## src/pam_pkg.sv

```systemverilog
// package for the bus address, alert and turn-on monitor
// assumes a single 125 MHz system clock domain
package pam_pkg;
  // ---------------------------------------------------------------
  // clock and timing
  // ---------------------------------------------------------------
  localparam int CLK_HZ = 125_000_000;
  localparam int INIT_TIME_MS = 15;
  localparam int INIT_CYCLES = (CLK_HZ / 1000) * INIT_TIME_MS;
  localparam int US_CYCLES = CLK_HZ / 1_000_000;
  // ---------------------------------------------------------------
  // address resolution
  // ---------------------------------------------------------------
  localparam logic [7:0] BASE_OFFSET_RST = 8'h60;
  localparam logic [7:0] ADDR_MIN = 8'h01;
  localparam logic [7:0] ADDR_MAX = 8'h7e;
  localparam logic [7:0] ADDR_BAD_A = 8'h0c;
  localparam logic [7:0] ADDR_BAD_B = 8'h10;
  localparam logic [6:0] ADDR_FALLBACK = 7'h7e;
  // ---------------------------------------------------------------
  // bus command codes
  // ---------------------------------------------------------------
  localparam logic [7:0] CMD_CLEAR_FAULTS = 8'h03;
  localparam logic [7:0] CMD_ALERT_MASK = 8'h1b;
  localparam logic [7:0] CMD_ST_BYTE = 8'h78;
  localparam logic [7:0] CMD_ST_WORD = 8'h79;
  localparam logic [7:0] CMD_ST_VOUT = 8'h7a;
  localparam logic [7:0] CMD_ST_IOUT = 8'h7b;
  localparam logic [7:0] CMD_ST_INPUT = 8'h7c;
  localparam logic [7:0] CMD_ST_TEMP = 8'h7d;
  localparam logic [7:0] CMD_ST_CML = 8'h7e;
  localparam logic [7:0] CMD_ST_MFR = 8'h80;
  localparam logic [7:0] CMD_RD_VIN = 8'h88;
  localparam logic [7:0] CMD_RD_VOUT = 8'h8b;
  localparam logic [7:0] CMD_RD_IOUT = 8'h8c;
  localparam logic [7:0] CMD_RD_TEMP = 8'h8d;
  localparam logic [7:0] CMD_RD_DUTY = 8'h94;
  localparam logic [7:0] CMD_RD_FREQ = 8'h95;
  localparam logic [7:0] CMD_BASE_OFFSET = 8'hc9;
  localparam logic [7:0] CMD_TEMP_SEL = 8'hdc;
  localparam int CML_BAD_CMD = 7;
  // ---------------------------------------------------------------
  // software registers (byte addresses)
  // ---------------------------------------------------------------
  localparam logic [4:0] REG_CTRL = 5'h00;
  localparam logic [4:0] REG_STATE = 5'h04;
  localparam logic [4:0] REG_TON_DELAY = 5'h08;
  localparam logic [4:0] REG_BASE_OFFSET = 5'h0c;
  localparam logic [4:0] REG_TEMP_SEL = 5'h10;
  localparam logic [4:0] REG_IRQ_STATUS = 5'h14;
  localparam logic [4:0] REG_IRQ_ENABLE = 5'h18;
  localparam logic [4:0] REG_IRQ_CLEAR = 5'h1c;
  localparam logic [15:0] TON_DELAY_RST = 16'h000a;
  localparam int IRQ_ALERT = 0;
  localparam int IRQ_CFG = 1;
  localparam int IRQ_OUT_ON = 2;
  localparam int IRQ_BUSY = 3;
  // ---------------------------------------------------------------
  // state types
  // ---------------------------------------------------------------
  typedef enum logic [3:0] {
    I2C_IDLE, I2C_ADDR, I2C_ACK_A, I2C_CMD, I2C_ACK_C,
    I2C_WDATA, I2C_ACK_W, I2C_RDATA, I2C_RACK
  } pam_i2c_t;
  typedef enum logic [1:0] {PW_INIT, PW_READY, PW_DELAY, PW_ON} pam_pwr_t;
endpackage : pam_pkg
```

## src/pam_monitor.sv

```systemverilog
// bus address resolution, alert, status and telemetry slave, turn-on sequencing
// assumes scl/sda/strap/vin/remote pins are asynchronous; fault inputs are on clk_sys
//
// Contract
// address equals strap index plus base offset
// base offset written by command 0xc9
// legal addresses 1..126 except 12, 16
// illegal calculated address becomes 126
// standard protocol; device may stretch clock
// busy flag reported when too busy
// host leaves bus-free time between transfers
// host waits 5 ms after storing settings
// alert low on active unmasked fault
// alert held until clear or re-enable
// alert mask blocks masked conditions
// status commands report alert cause
// telemetry readable at any time
// temperature source chosen by command 0xdc
// bus clock between 100 and 400 kHz; the bench host clocks scl at 8 clk_sys cycles per bit, about 15.6 MHz
// initialisation takes 15 ms after supply
// output on after turn-on delay
// acknowledge only own address
`timescale 1ns/100ps
module pam_monitor import pam_pkg::*; #(
  parameter int INIT_CNT = INIT_CYCLES
) (
  input wire logic clk_sys,
  input wire logic rst,
  input wire logic scl_i,
  output logic scl_oe_n,
  input wire logic sda_i,
  output logic sda_oe_n,
  output logic fault_alert_out_oe_n,
  input wire logic [3:0] addr_strap_pin,
  input wire logic vin_ok,
  input wire logic remote_on_off,
  output logic output_enable,
  output logic init_done,
  input wire logic [7:0] fault_vout,
  input wire logic [7:0] fault_iout,
  input wire logic [7:0] fault_input,
  input wire logic [7:0] fault_temp,
  input wire logic [7:0] fault_mfr,
  input wire logic [15:0] tel_vin,
  input wire logic [15:0] tel_vout,
  input wire logic [15:0] tel_iout,
  input wire logic [15:0] tel_temp_int,
  input wire logic [15:0] tel_temp_ext,
  input wire logic [15:0] tel_freq,
  input wire logic [15:0] tel_duty,
  input wire logic [4:0] avs_address,
  input wire logic avs_read,
  input wire logic avs_write,
  input wire logic [31:0] avs_writedata,
  output logic [31:0] avs_readdata,
  output logic avs_waitrequest,
  output logic irq
);
  // ---------------------------------------------------------------
  // pin synchronisers
  // ---------------------------------------------------------------
  logic [7:0] pin_meta, pin_sync, pin_last;
  wire [7:0] pin_raw = {scl_i, sda_i, vin_ok, remote_on_off, addr_strap_pin};
  always_ff @(posedge clk_sys) begin
    if (rst) begin
      pin_meta <= 8'hff;
      pin_sync <= 8'hff;
      pin_last <= 8'hff;
    end else begin
      pin_meta <= pin_raw;
      pin_sync <= pin_meta;
      pin_last <= pin_sync;
    end
  end
  wire scl = pin_sync[7];
  wire sda = pin_sync[6];
  wire scl_rise = scl & ~pin_last[7];
  wire scl_fall = ~scl & pin_last[7];
  wire bus_start = scl & pin_last[7] & ~sda & pin_last[6];
  wire bus_stop = scl & pin_last[7] & sda & ~pin_last[6];
  // ---------------------------------------------------------------
  // address resolution
  // ---------------------------------------------------------------
  function automatic logic pam_legal(input logic [8:0] a);
    return !a[8] && (a[7:0] >= ADDR_MIN) && (a[7:0] <= ADDR_MAX) &&
           (a[7:0] != ADDR_BAD_A) && (a[7:0] != ADDR_BAD_B);
  endfunction : pam_legal
  logic [7:0] base_offset;
  wire [8:0] calc_addr = {1'b0, base_offset} + {5'h00, pin_sync[3:0]};
  wire addr_ok = pam_legal(calc_addr);
  wire [6:0] own_addr = addr_ok ? calc_addr[6:0] : ADDR_FALLBACK;
  // ---------------------------------------------------------------
  // fault status and alert
  // ---------------------------------------------------------------
  logic [7:0] st_vout, st_iout, st_input, st_temp, st_mfr, st_cml;
  logic st_busy;
  logic [7:0] alert_mask;
  logic clear_req, out_on_rise;
  wire clr = clear_req | out_on_rise;
  always_ff @(posedge clk_sys) begin
    if (rst) begin
      st_vout <= 8'h00;
      st_iout <= 8'h00;
      st_input <= 8'h00;
      st_temp <= 8'h00;
      st_mfr <= 8'h00;
    end else begin
      st_vout <= (clr ? 8'h00 : st_vout) | fault_vout;
      st_iout <= (clr ? 8'h00 : st_iout) | fault_iout;
      st_input <= (clr ? 8'h00 : st_input) | fault_input;
      st_temp <= (clr ? 8'h00 : st_temp) | fault_temp;
      st_mfr <= (clr ? 8'h00 : st_mfr) | fault_mfr;
    end
  end
  wire [7:0] st_byte = {st_busy, ~output_enable, |st_vout, |st_iout, |st_input,
                        |st_temp, |st_cml, |st_mfr};
  wire [15:0] st_word = {|st_vout, |st_iout, |st_input, |st_mfr, 4'h0, st_byte};
  wire alert_cond = |(st_byte[5:0] & ~alert_mask[5:0]);
  assign fault_alert_out_oe_n = ~alert_cond;
  // ---------------------------------------------------------------
  // power-up and turn-on sequencing
  // ---------------------------------------------------------------
  pam_pwr_t pwr;
  logic [31:0] pwr_cnt;
  logic [15:0] ton_delay;
  wire vin_s = pin_sync[5];
  wire rc_s = pin_sync[4];
  wire [31:0] delay_cycles = 32'(ton_delay) * 32'(US_CYCLES);
  always_ff @(posedge clk_sys) begin
    if (rst) begin
      pwr <= PW_INIT;
      pwr_cnt <= 32'h0;
    end else if (!vin_s) begin
      pwr <= PW_INIT;
      pwr_cnt <= 32'h0;
    end else begin
      case (pwr)
        PW_INIT: begin
          pwr_cnt <= pwr_cnt + 32'h1;
          if (pwr_cnt >= 32'(INIT_CNT - 1)) begin
            pwr <= PW_READY;
          end
        end
        PW_READY: begin
          pwr_cnt <= 32'h0;
          if (rc_s) begin
            pwr <= PW_DELAY;
          end
        end
        PW_DELAY: begin
          pwr_cnt <= pwr_cnt + 32'h1;
          if (!rc_s) begin
            pwr <= PW_READY;
          end else if (pwr_cnt >= delay_cycles) begin
            pwr <= PW_ON;
          end
        end
        PW_ON: begin
          if (!rc_s) begin
            pwr <= PW_READY;
          end
        end
        default: pwr <= PW_INIT;
      endcase
    end
  end
  assign output_enable = (pwr == PW_ON);
  assign init_done = (pwr != PW_INIT);
  logic out_on_last;
  always_ff @(posedge clk_sys) begin
    if (rst) begin
      out_on_last <= 1'b0;
    end else begin
      out_on_last <= output_enable;
    end
  end
  assign out_on_rise = output_enable & ~out_on_last;
  // ---------------------------------------------------------------
  // serial bus slave
  // ---------------------------------------------------------------
  pam_i2c_t i2c;
  logic [7:0] shreg, cmd;
  logic [3:0] bitcnt;
  logic rw, byte_idx, sda_drive, stretch, fw_busy, temp_sel;
  logic cfg_wr_bus;
  logic [7:0] cfg_data;
  wire byte_done = (bitcnt == 4'd8);
  wire addr_match = (shreg[7:1] == own_addr);
  wire known_wr = (cmd == CMD_ALERT_MASK) || (cmd == CMD_BASE_OFFSET) || (cmd == CMD_TEMP_SEL);
  logic [15:0] rd_word;
  always_comb begin
    case (cmd)
      CMD_ST_BYTE: rd_word = {8'h00, st_byte};
      CMD_ST_WORD: rd_word = st_word;
      CMD_ST_VOUT: rd_word = {8'h00, st_vout};
      CMD_ST_IOUT: rd_word = {8'h00, st_iout};
      CMD_ST_INPUT: rd_word = {8'h00, st_input};
      CMD_ST_TEMP: rd_word = {8'h00, st_temp};
      CMD_ST_CML: rd_word = {8'h00, st_cml};
      CMD_ST_MFR: rd_word = {8'h00, st_mfr};
      CMD_RD_VIN: rd_word = tel_vin;
      CMD_RD_VOUT: rd_word = tel_vout;
      CMD_RD_IOUT: rd_word = tel_iout;
      CMD_RD_TEMP: rd_word = temp_sel ? tel_temp_ext : tel_temp_int;
      CMD_RD_FREQ: rd_word = tel_freq;
      CMD_RD_DUTY: rd_word = tel_duty;
      CMD_ALERT_MASK: rd_word = {8'h00, alert_mask};
      CMD_BASE_OFFSET: rd_word = {8'h00, base_offset};
      CMD_TEMP_SEL: rd_word = {15'h0000, temp_sel};
      default: rd_word = 16'hffff;
    endcase
  end
  wire [7:0] tx_byte = byte_idx ? rd_word[15:8] : rd_word[7:0];
  wire [2:0] tx_pos = 3'(4'd7 - bitcnt);
  wire enter_ack = scl_fall & byte_done &
                   (((i2c == I2C_ADDR) & addr_match) | (i2c == I2C_CMD) | (i2c == I2C_WDATA));
  always_ff @(posedge clk_sys) begin
    if (rst) begin
      i2c <= I2C_IDLE;
      shreg <= 8'h00;
      cmd <= 8'h00;
      bitcnt <= 4'h0;
      rw <= 1'b0;
      byte_idx <= 1'b0;
      sda_drive <= 1'b0;
    end else if (bus_start) begin
      i2c <= I2C_ADDR;
      bitcnt <= 4'h0;
      sda_drive <= 1'b0;
    end else if (bus_stop) begin
      i2c <= I2C_IDLE;
      sda_drive <= 1'b0;
    end else if (scl_rise) begin
      if (i2c == I2C_RDATA) begin
        bitcnt <= bitcnt + 4'h1;
      end else if (i2c == I2C_RACK) begin
        if (sda) begin
          i2c <= I2C_IDLE;
        end
      end else if (i2c == I2C_ADDR || i2c == I2C_CMD || i2c == I2C_WDATA) begin
        shreg <= {shreg[6:0], sda};
        bitcnt <= bitcnt + 4'h1;
      end
    end else if (scl_fall && !stretch) begin
      case (i2c)
        I2C_ADDR: if (byte_done) begin
          i2c <= addr_match ? I2C_ACK_A : I2C_IDLE;
          sda_drive <= addr_match;
          rw <= shreg[0];
        end
        I2C_ACK_A: begin
          bitcnt <= 4'h0;
          byte_idx <= 1'b0;
          i2c <= rw ? I2C_RDATA : I2C_CMD;
          sda_drive <= rw & ~rd_word[7];
        end
        I2C_CMD: if (byte_done) begin
          i2c <= I2C_ACK_C;
          sda_drive <= 1'b1;
          cmd <= shreg;
        end
        I2C_ACK_C, I2C_ACK_W: begin
          i2c <= I2C_WDATA;
          bitcnt <= 4'h0;
          sda_drive <= 1'b0;
        end
        I2C_WDATA: if (byte_done) begin
          i2c <= I2C_ACK_W;
          sda_drive <= 1'b1;
        end
        I2C_RDATA: begin
          if (byte_done) begin
            i2c <= I2C_RACK;
            sda_drive <= 1'b0;
          end else begin
            sda_drive <= ~tx_byte[tx_pos];
          end
        end
        I2C_RACK: begin
          i2c <= I2C_RDATA;
          bitcnt <= 4'h0;
          byte_idx <= ~byte_idx;
          sda_drive <= ~(byte_idx ? rd_word[7] : rd_word[15]);
        end
        default: i2c <= I2C_IDLE;
      endcase
    end
  end
  assign sda_oe_n = ~sda_drive;
  assign scl_oe_n = ~stretch;
  assign clear_req = scl_fall & ~stretch & (i2c == I2C_CMD) & byte_done &
                     (shreg == CMD_CLEAR_FAULTS);
  assign cfg_wr_bus = scl_fall & ~stretch & (i2c == I2C_WDATA) & byte_done & known_wr;
  assign cfg_data = shreg;
  wire bad_cmd = scl_fall & ~stretch & (i2c == I2C_WDATA) & byte_done & ~known_wr;
  // clock stretching while firmware is busy; the busy flag records it
  always_ff @(posedge clk_sys) begin
    if (rst) begin
      stretch <= 1'b0;
      st_busy <= 1'b0;
      st_cml <= 8'h00;
    end else begin
      stretch <= fw_busy & (stretch | enter_ack);
      st_busy <= (st_busy & ~clr) | (enter_ack & fw_busy);
      st_cml <= (clr ? 8'h00 : st_cml) | (bad_cmd ? 8'h80 : 8'h00);
    end
  end
  // ---------------------------------------------------------------
  // software register slave
  // ---------------------------------------------------------------
  logic avs_done;
  logic [3:0] irq_status, irq_enable;
  wire avs_req = avs_read | avs_write;
  wire avs_wr_now = avs_write & ~avs_done;
  wire [3:0] irq_clear = (avs_wr_now && avs_address == REG_IRQ_CLEAR) ? avs_writedata[3:0] : 4'h0;
  logic alert_last;
  wire [3:0] irq_event = {enter_ack & fw_busy, out_on_rise, cfg_wr_bus,
                          alert_cond & ~alert_last};
  assign avs_waitrequest = avs_req & ~avs_done;
  assign irq = |(irq_status & irq_enable);
  logic [31:0] rd_mux;
  always_comb begin
    case (avs_address)
      REG_CTRL: rd_mux = {31'h0, fw_busy};
      REG_STATE: rd_mux = {20'h0, ~addr_ok, alert_cond, output_enable, init_done,
                           1'b0, own_addr};
      REG_TON_DELAY: rd_mux = {16'h0, ton_delay};
      REG_BASE_OFFSET: rd_mux = {24'h0, base_offset};
      REG_TEMP_SEL: rd_mux = {31'h0, temp_sel};
      REG_IRQ_STATUS: rd_mux = {28'h0, irq_status};
      REG_IRQ_ENABLE: rd_mux = {28'h0, irq_enable};
      default: rd_mux = 32'h0;
    endcase
  end
  always_ff @(posedge clk_sys) begin
    if (rst) begin
      avs_done <= 1'b0;
      avs_readdata <= 32'h0;
      fw_busy <= 1'b0;
      ton_delay <= TON_DELAY_RST;
      base_offset <= BASE_OFFSET_RST;
      temp_sel <= 1'b0;
      alert_mask <= 8'h00;
      irq_status <= 4'h0;
      irq_enable <= 4'h0;
      alert_last <= 1'b0;
    end else begin
      avs_done <= avs_req & ~avs_done;
      alert_last <= alert_cond;
      irq_status <= (irq_status & ~irq_clear) | irq_event;
      if (avs_read && !avs_done) begin
        avs_readdata <= rd_mux;
      end
      if (avs_wr_now) begin
        case (avs_address)
          REG_CTRL: fw_busy <= avs_writedata[0];
          REG_TON_DELAY: ton_delay <= avs_writedata[15:0];
          REG_BASE_OFFSET: base_offset <= avs_writedata[7:0];
          REG_TEMP_SEL: temp_sel <= avs_writedata[0];
          REG_IRQ_ENABLE: irq_enable <= avs_writedata[3:0];
          default: ;
        endcase
      end
      if (cfg_wr_bus) begin
        case (cmd)
          CMD_BASE_OFFSET: base_offset <= cfg_data;
          CMD_TEMP_SEL: temp_sel <= cfg_data[0];
          default: alert_mask <= cfg_data;
        endcase
      end
    end
  end
endmodule : pam_monitor

```

## config.mk

```make
export PLATFORM = sky130hd
export DESIGN_NAME = pam_monitor
export DESIGN_NICKNAME = d
export VERILOG_FILES = /design/src/pam_pkg.sv /design/src/pam_monitor.sv
export SDC_FILE = /design/constraint.sdc
export NUM_CORES = 1
export LEC_CHECK = 0
export BUFFER_PORTS_ARGS = -buffer_cell sky130_fd_sc_hd__buf_4
export CAP_MARGIN = 20
export CORE_UTILIZATION = 57
export CTS_CLUSTER_DIAMETER = 50
export DETAILED_ROUTE_END_ITERATION = 10
export PLACE_DENSITY = 0.77
export SLEW_MARGIN = 0
export SYNTH_ARGS = -nofsm -noshare
export SYNTH_HDL_FRONTEND = slang
export SYNTH_SLANG_ARGS = --single-unit
export TNS_END_PERCENT = 100
```

## constraint.sdc

```tcl
create_clock -name clk_sys -period 8.2 [get_ports clk_sys]
set_clock_uncertainty 0.2 [all_clocks]
set_input_delay 0.82 -clock clk_sys [delete_from_list [all_inputs] [get_ports clk_sys]]
set_output_delay 0.82 -clock clk_sys [all_outputs]
set_load 0.01 [all_outputs]
```

Word level (Yosys, flattened, before mapping)
Cells that the tools add are included.
{"block": "totals", "register_bits": 212, "elab_cells": 281}
{"block": "classes", "addsub": 4, "multipliers": 1, "order_cmp": 5, "eq_ne": 62, "muxes": 56, "bitwise": 69, "n_reduce_logical": 52}
{"op": "16-bit case mux with 17 select lines", "count": 1}
{"op": "16-bit case mux with 7 select lines", "count": 1}
{"op": "8-bit 2-to-1 mux", "count": 12}
{"op": "8-bit == test (second input constant)", "count": 9}
{"op": "4-bit 2-to-1 mux", "count": 16}
{"op": "32-bit case mux with 2 select lines", "count": 1}
{"op": "8-bit by 7-bit == test with 1-bit output (second input constant)", "count": 7}
{"op": "8-bit OR", "count": 6}
{"op": "8-bit OR reduction", "count": 6}
{"op": "32-bit by 1-bit adder with 32-bit output (second input constant)", "count": 1}
{"op": "32-bit by 21-bit greater-or-equal comparator with 1-bit output (second input constant)", "count": 1}
{"op": "32-bit by 23-bit greater-or-equal comparator with 1-bit output", "count": 1}
{"op": "4-bit case mux with 7 select lines", "count": 1}
{"op": "1-bit AND", "count": 26}
{"op": "1-bit inverter", "count": 25}
{"op": "16-bit by 7-bit multiplier with 23-bit output (second input constant)", "count": 1}
{"op": "5-bit == test (second input constant)", "count": 4}
{"op": "6-bit AND reduction", "count": 3}
{"op": "4-bit by 3-bit == test with 1-bit output (second input constant)", "count": 4}
{"op": "16-bit 2-to-1 mux", "count": 1}
{"op": "8-bit AND reduction", "count": 2}
{"op": "3-bit inequality test (second input constant)", "count": 5}
{"op": "5-bit inequality test (second input constant)", "count": 3}
{"op": "5-bit AND reduction", "count": 3}
{"op": "52 further kinds", "count": 109}

Depth between registers and ports, before layout
Gate-level depths: netlist of the first run.
{"block": "logic_depth", "depth_word": 15, "mapped_depth": 24}

Worst setup path before layout of the first run
OpenSTA, ideal clock, no wires.
{"block": "synth_path", "path_kind": "reg2reg", "start": "register ton_delay[4]", "end": "register pwr[0]", "setup_ps": 120, "t_arrival_ps": 5817, "path_slack_ps": 2063, "stages_incl_launch_ff": 22, "path_buffers": 0, "cell_sequence": "dfxtp_1 inv_1 fa_1 fa_1 fa_1 fa_1 inv_1 ha_1 a21oi_1 nor3b_1 a211oi_1 o311a_1 o21a_1 o21a_1 o41a_1 xnor2_1 ha_1 and4_1 nand3_1 o31ai_1 mux2i_1 a211o_1"}
{"block": "synth_via", "elab_chain_len": 4}
{"item": "from (decl)", "line": "pam_monitor.sv:125", "text": "logic [15:0] ton_delay;"}
{"item": "from (signal assigned)", "line": "pam_monitor.sv:357", "text": "REG_TON_DELAY: ton_delay <= avs_writedata[15:0];"}
{"item": "16-bit by 7-bit multiplier with 23-bit output", "line": "pam_monitor.sv:128", "text": "wire [31:0] delay_cycles = 32'(ton_delay) * 32'(US_CYCLES);"}
{"item": "32-bit by 23-bit greater-or-equal comparator with 1-bit output", "line": "pam_monitor.sv:154", "text": "end else if (pwr_cnt >= delay_cycles) begin"}
{"item": "3-bit inequality test (no line)"}
{"item": "4-bit AND reduction (no line)"}
{"item": "to (signal assigned)", "line": "pam_monitor.sv:131", "text": "pwr <= PW_INIT;"}
{"item": "to (signal assigned)", "line": "pam_monitor.sv:153", "text": "pwr <= PW_READY;"}
{"item": "to (signal assigned)", "line": "pam_monitor.sv:155", "text": "pwr <= PW_ON;"}
{"item": "to (decl)", "line": "pam_monitor.sv:123", "text": "pam_pwr_t pwr;"}
No other way between the ends.
A chain may end at the register's enable or synchronous reset.

Worst setup path in the final report of the first run
Same ends and word-level chain as after synthesis.

==> flow_summary.yaml, run 1 <==
power_and_ir_drop:
  switchingPower_mw: 0.517
  p_sw_share_pct: 25.4
  p_clk_share_pct: 43.5
  total_leakage_power_nw: 6.35
  pwr-share-seq_pct: 45.7
  p_comb_share_pct: 10.8
  intPower_mw: 1.52
  peakVddDrop_uv: 147
  pwr_density_cell_nw_per_um2: 133
worst_setup_path:
  crit_arrival_ns: 6.89
  rr_worst_depth: 21
  criticalPathCategory: "reg2reg"
  cp_max_fo: 6
  end_kind: "register"
  start_kind: "register"
  required_ns: 8.33
global_routing:
  grt_pass1_wl_um: 60600
  antenna_found_initial: 0
  grt.overflow.total: 0
  grt_usage_pct: 32.3
  grt_max_degree: 82
  grt_pass1_vias: 11600
timing:
  fin_crit_ns: 6.76
  drv_slew: 0
  setup_violations: 0
  fmax_mhz: 148
  finalSetupTns_ns: 0
  tightest_slew_ns: 1.06
  fin_crit_sh_pct: 82.4
  hold_viol: 0
  rsz0062_at_grt: "no"
  fin_ws_ns: 1.44
  max_slew_margin_pct: 29.2
detailed_routing:
  dr_wl_met3_um: 3310
  routed_wl_um: 38600
  antenna_left: 0
  detail_route.first_pass.iterations: 6
  via_per_inst: 6.05
  drc: 0
  wl_met2_um: 16600
  met1Wirelength_um: 17800
  drtIter0Drc: 1311
  routed.top_layer: "met4"
  vias: 12500
  wl_per_cell_um: 18.7
clock_tree:
  htreeDepth: 4
  insertion_delay_ns: 0.44
  cts_buffers: 17
  clockRootBuffer: "clkbuf_16"
  cts_tree: "built"
  cts.repair.resized: 0
  cts_buffer_depth: 2
  clock_sinks: 183
  cts_hold_buf: 0
  postCtsSetupRepairBufs: 0
  clk_pin_slew_ns: 0.07
floorplanning:
  die_h_um: 154
  io_pins: 240
  die_w_um: 154
  fp.coreArea_um2: 22700
  die_area_um2: 23800
  initial_utilization_pct: 58.2
  num_rows: 55
yosys:
  synth_async_sr_flop_share_pct: 0
  ys.warnings.count: 0
  synth_top_area_share_pct: 27.7
  synthCells: 1609
  synth_area_per_cell_um2: 8.22
  synth_area_um2: 13200
  ys_types: 90
  seq_area_frac_synth_pct: 27.7
  synth_edf_count: 0
  ys_ff_latch: 183
  synth_ff_type: "dfxtp_1"
  synth_largest_area_cell: "dfxtp_1"
  synth_area_leaders: "dfxtp_1, fa_1, ha_1"
final_layout:
  fin_nets: 2108
  fill_cells: 1875
  antenna_cells: 0
  area_delta_synth_final_pct: 16.1
  layout.cells.non_filler: 2061
  drive_gt1_share_pct: 16.4
worst_hold_path:
  hold_depth: 1
  hold_path_class: "reg2reg"
placed_design:
  portBuffers: 207
  dp_slack_ns: 1.52
  dp_cells: 2030
  place_congestion: 0.959
  dp_hpwl_um: 29500
outcome:
  status: "complete, no violations"
job:
  cap_viol_max_count: 0
## critical path, stage by stage (launching register included)
cell and delay [ns]:
dfxtp_1 0.48, inv_1 0.17, fa_1 0.59, fa_1 0.45, fa_1 0.52, fa_1 0.53
inv_1 0.05, ha_1 0.32, a21oi_1 0.28, nor3b_1 0.28, a211oi_1 0.14, o311a_1 0.39
o21a_1 0.18, o21a_1 0.18, o41a_1 0.32, xnor2_1 0.14, ha_1 0.29, and4_1 0.21
nand3_1 0.08, o31ai_1 0.46, mux2i_1 0.15, a211o_1 0.24
## through the flow
step                util (%)  hold slack (ns)  total power, mW  area (um2)
CTS                     67.6            0.210             2.04       15300
global route            67.6            0.220             2.10       15300
floorplan                  -            0.189             1.06       13300
finish                  67.6            0.209             2.04       15300
global placement        64.8            0.190             1.16       14700
detailed placement      64.8            0.192             1.17       14700
## layout by cell type, fill, tap and decap left out, types with 10 or more instances in the layout
master     Yosys  routed
buf_4         19     215
nor2_1       192     192
dfxtp_1      183     183
a21oi_1      149     149
nand2_1      147     147
inv_1        108     108
ha_1          88      88
mux2i_1       60      60
fa_1          55      55
o21ai_0       51      51
nand3_1       50      50
a22oi_1       34      34
xor2_1        29      29
nor3_1        27      26
xnor2_1       24      24
or2_2         21      21
nand2b_1      17      17
clkbuf_16      0      17
and3_1        16      16
conb_1         1      16
o21a_1        15      15
a211oi_1      15      15
nor4_1        14      14
or3_1         14      14
nand4_1       14      14
nor2b_1       13      13
o22ai_1       11      11
or4_1         10      10
and2_1        10      10
## cells in the mapped netlist (5+ instances only)
cell type and count:
a21o_1 8, nor2_1 192, and2_1 10, nor3_1 27, nand2_1 147, xnor2_1 24, buf_4 19, nand3_1 50
or3_1 14, a21oi_1 149, and3_1 16, a211oi_1 15, a211o_1 9, dfxtp_1 183, mux2i_1 60, nor2b_1 13
a221o_1 6, fa_1 55, or2_2 21, nand4b_1 7, nand2b_1 17, o21ai_0 51, nand4_1 14, inv_1 108
a22oi_1 34, xor2_1 29, o311ai_0 5, nor4_1 14, buf_2 11, o21a_1 15, buf_6 8, ha_1 88
o22ai_1 11, o211ai_1 6, or4_1 10, a31oi_1 8, clkbuf_1 48, o2111ai_1 6, nor4b_1 7
## power groups by stage
stage	logic [mW]	clock network, mW	registers (mW)
after global placement	0.211	0	0.950
after detailed placement	0.216	0	0.951
after global routing	0.241	0.928	0.933
final	0.219	0.887	0.931
after CTS	0.218	0.889	0.930
after floorplan	0.121	0	0.941
## layout make-up
cell class	instances	area (um2)	area share, %
multi-input combinational	1236	8660	56.5
sequential	183	3660	23.9
timing repair buffer	216	1630	10.6
clock buffer	18	439	2.86
inverter	110	413	2.69
tap	285	357	2.32
clock inverter	13	179	1.17
## state kept, by name, indices dropped and copies added, names as in the netlist, 8 cells and up
register,count
pwr_cnt,32
avs_readdata,16
ton_delay,16
alert_mask,8
base_offset,8
cfg_data,8
cmd,8
pin_meta,8
pin_sync,8
st_input,8
st_iout,8
st_mfr,8
st_temp,8
st_vout,8
## cell families after synthesis
family / Yosys count / synth area share, %
AND/OR/NAND/NOR: 588 / 21.7
AO/OA/AOI/OAI: 374 / 18.3
buffers and inverters: 205 / 7.38
flip-flops: 183 / 27.7
adder cells (fa/ha/maj): 144 / 16.7
multiplexers: 61 / 4.63
XOR/XNOR: 53 / 3.51
other: 1 / 0.0284
## final timing paths
check | startpoint | end | slack (ns)
max reg2reg | ton_delay[4]$_SDFFE_PP0P_ | pwr[0]$_SDFFE_PP0P_ | 1.44
min | pin_meta[6]$_SDFF_PP1_ | pin_sync[6]$_SDFF_PP1_ | 0.21
max | ton_delay[4]$_SDFFE_PP0P_ | pwr[0]$_SDFFE_PP0P_ | 1.44
min reg2reg | pin_meta[6]$_SDFF_PP1_ | pin_sync[6]$_SDFF_PP1_ | 0.21
## routing by layer
layer  global-route usage, %  vias up
met4                    10.0        0
met3                    5.69       80
li1                        -     5952
met1                    47.5     5839
met5                       0        -
met2                    47.9      600
Note: power is estimated with default switching activity, not from simulation.
==> inputs of run 2 (changes only) <==
Settings changed: CORE_UTILIZATION 57 to 52, PLACE_DENSITY 0.77 to 0.74.
Clock period 8.2 ns to 6.2 ns, I/O delays scaled along.
==> flow_summary.yaml, run 2 (synthesized netlist as in run 1, its figures left out) <==
detailed_routing:
  antenna_left: 0
  routed_wl_um: 40800
  wl_per_cell_um: 19.1
  via_per_inst: 5.90
  vias: 12600
  drc: 0
  drtIter0Drc: 1193
  detail_route.first_pass.iterations: 6
clock_tree:
  clock_sinks: 183
  cts_buffer_depth: 2
  htreeDepth: 4
  clk_pin_slew_ns: 0.08
  cts_tree: "built"
  clockRootBuffer: "clkbuf_16"
  cts_buffers: 17
  insertion_delay_ns: 0.44
global_routing:
  grt-busiest-layer: "met2"
  grtUsageMet2_pct: 46.2
  gr-usage-met1_pct: 44.7
  grt_usage_pct: 30.9
  grt_pass1_wl_um: 63600
  grt_max_degree: 72
  grt_pass1_vias: 11900
  grt.overflow.total: 0
  grtUsageMet3_pct: 6.09
  antenna_found_initial: 0
timing:
  setup_violations: 0
  tightest_slew_ns: 1.05
  hold_ws_ns: 0.159
  fin_crit_ns: 5.98
  max_slew_margin_pct: 29.4
  fin_crit_sh_pct: 96.4
  drv_slew: 0
  fin_ws_ns: 0.224
  rsz0062_at_grt: "yes"
  fmax_mhz: 167
  hold_viol: 0
power_and_ir_drop:
  pwr-share-seq_pct: 45.9
  intPower_mw: 1.94
  pwr_density_cell_nw_per_um2: 169
  fin_total_pwr_mw: 2.68
  peakVddDrop_uv: 166
  switchingPower_mw: 0.739
  total_leakage_power_nw: 6.52
  p_comb_share_pct: 11.4
  p_clk_share_pct: 42.8
  p_sw_share_pct: 27.5
worst_setup_path:
  end_kind: "register"
  crit_path_frequent_cell: "fa_1"
  required_ns: 6.34
  crit_chain: "inv_2 > fa_1 > fa_1 > inv_1 > fa_1 > inv_1 > fa_1 > inv_1 > ha_2 > or3_1 > o311a_1 > o21a_1 > o21a_1 > o41a_1 > xnor2_1 > ha_1 > and4_1 > nand3_1 > o31ai_2 > buf_4 > mux2i_1 > a211o_1"
  criticalPathCategory: "reg2reg"
  crit_arrival_ns: 6.11
  cp_top_family: "adder cells"
  cpPeakStageDelay_ns: 0.52
  cp_num_buf_inv: 5
  r2r-start: "ton_delay[11]$_SDFFE_PP0P_"
  cp_slowest_cell: "fa_1"
  crit_start: "ton_delay[11]$_SDFFE_PP0P_"
  cp_max_fo: 4
  rr_worst_depth: 22
  start_kind: "register"
  cp.depth: 22
final_layout:
  largest_reg_flops: 32
  area_delta_synth_final_pct: 20.0
  mostFrequentLayoutCell: "buf_4"
  regMostFlops: "pwr_cnt"
  reg.largest.list: "pwr_cnt x32, avs_readdata x16, ton_delay x16"
  mostFrequentLayoutCells: "buf_4, nor2_1, dfxtp_1"
  fin_nets: 2140
  antenna_cells: 0
  drive_gt1_share_pct: 20.9
placed_design:
  dp_slack_ns: -0.00503
  portBuffers: 207
  dp_hpwl_um: 31200
  place_congestion: 0.967
floorplanning:
  initial_utilization_pct: 53.7
  die_area_um2: 26100
  fp.coreArea_um2: 24600
  num_rows: 57
  io_pins: 240
  die_w_um: 161
  die_h_um: 161
job:
  cap_viol_max_count: 0
worst_hold_path:
  hold_path_class: "in2reg"
  min_from: "scl_i"
  hold_depth: 2
outcome:
  status: "complete, no violations"
run 2: changes by cell type in the layout (fill, tap and decap cells not counted), sizes merged:
cell and delta:
buf +32, clkinv +5, bufinv -2, clkbuf -1
inv -1
run 2: final timing paths:
kind | slack, ns | end
worst min register to register | 0.21 | pin_sync[1]$_SDFF_PP1_
worst max register to register | 0.22 | pwr[0]$_SDFFE_PP0P_
worst min-delay path | 0.16 | pin_meta[7]$_SDFF_PP1_
worst max-delay path | 0.22 | pwr[0]$_SDFFE_PP0P_
run 2: through the flow:
step / utilization (%) / cells / TNS [ns] / cell area (um2)
3_5_place_dp: 60.7 / 2093 / -0.00503 / 14900
5_1_grt: 64.5 / 2133 / -0.0256 / 15900
4_1_cts: 63.3 / 2125 / 0 / 15600
6_report: 64.5 / 2133 / 0 / 15900
2_1_floorplan: - / 1624 / 0 / 13300
3_3_place_gp: 60.7 / 2093 / 0 / 14900
run 2: power groups by stage:
stage,combinational (mW),clock (mW),sequential [mW]
2_1_floorplan,0.160,0,1.25
3_3_place_gp,0.284,0,1.26
3_5_place_dp,0.289,0,1.26
4_1_cts,0.292,1.16,1.23
5_1_grt,0.336,1.20,1.23
6_report,0.305,1.15,1.23
run 2: routing by layer:
layer / wire, um / vias to the layer above
met2: 17900 / 581
met1: 18300 / 5920
met4: 924 / 0
met5: 0 / -
li1: - / 5997
met3: 3620 / 80
run 2: cell type report:
class                           instances  area [um2]
Tap cell                              324         405
Sequential cell                       183        3690
Timing Repair Buffer                  248        1870
Clock inverter                         15         198
Clock buffer                           17         425
Multi-Input combinational cell       1236        8860
Fill cell                            2075        8740
Inverter                              110         418
run 2: timing repair:
action | CTS | global route
buffers inserted | 0 | 7
endpoints found under the setup margin | 2 | 2
gates resized for setup | 4 | 67
pin swaps | 0 | 48
hold buffers | 0 | 0
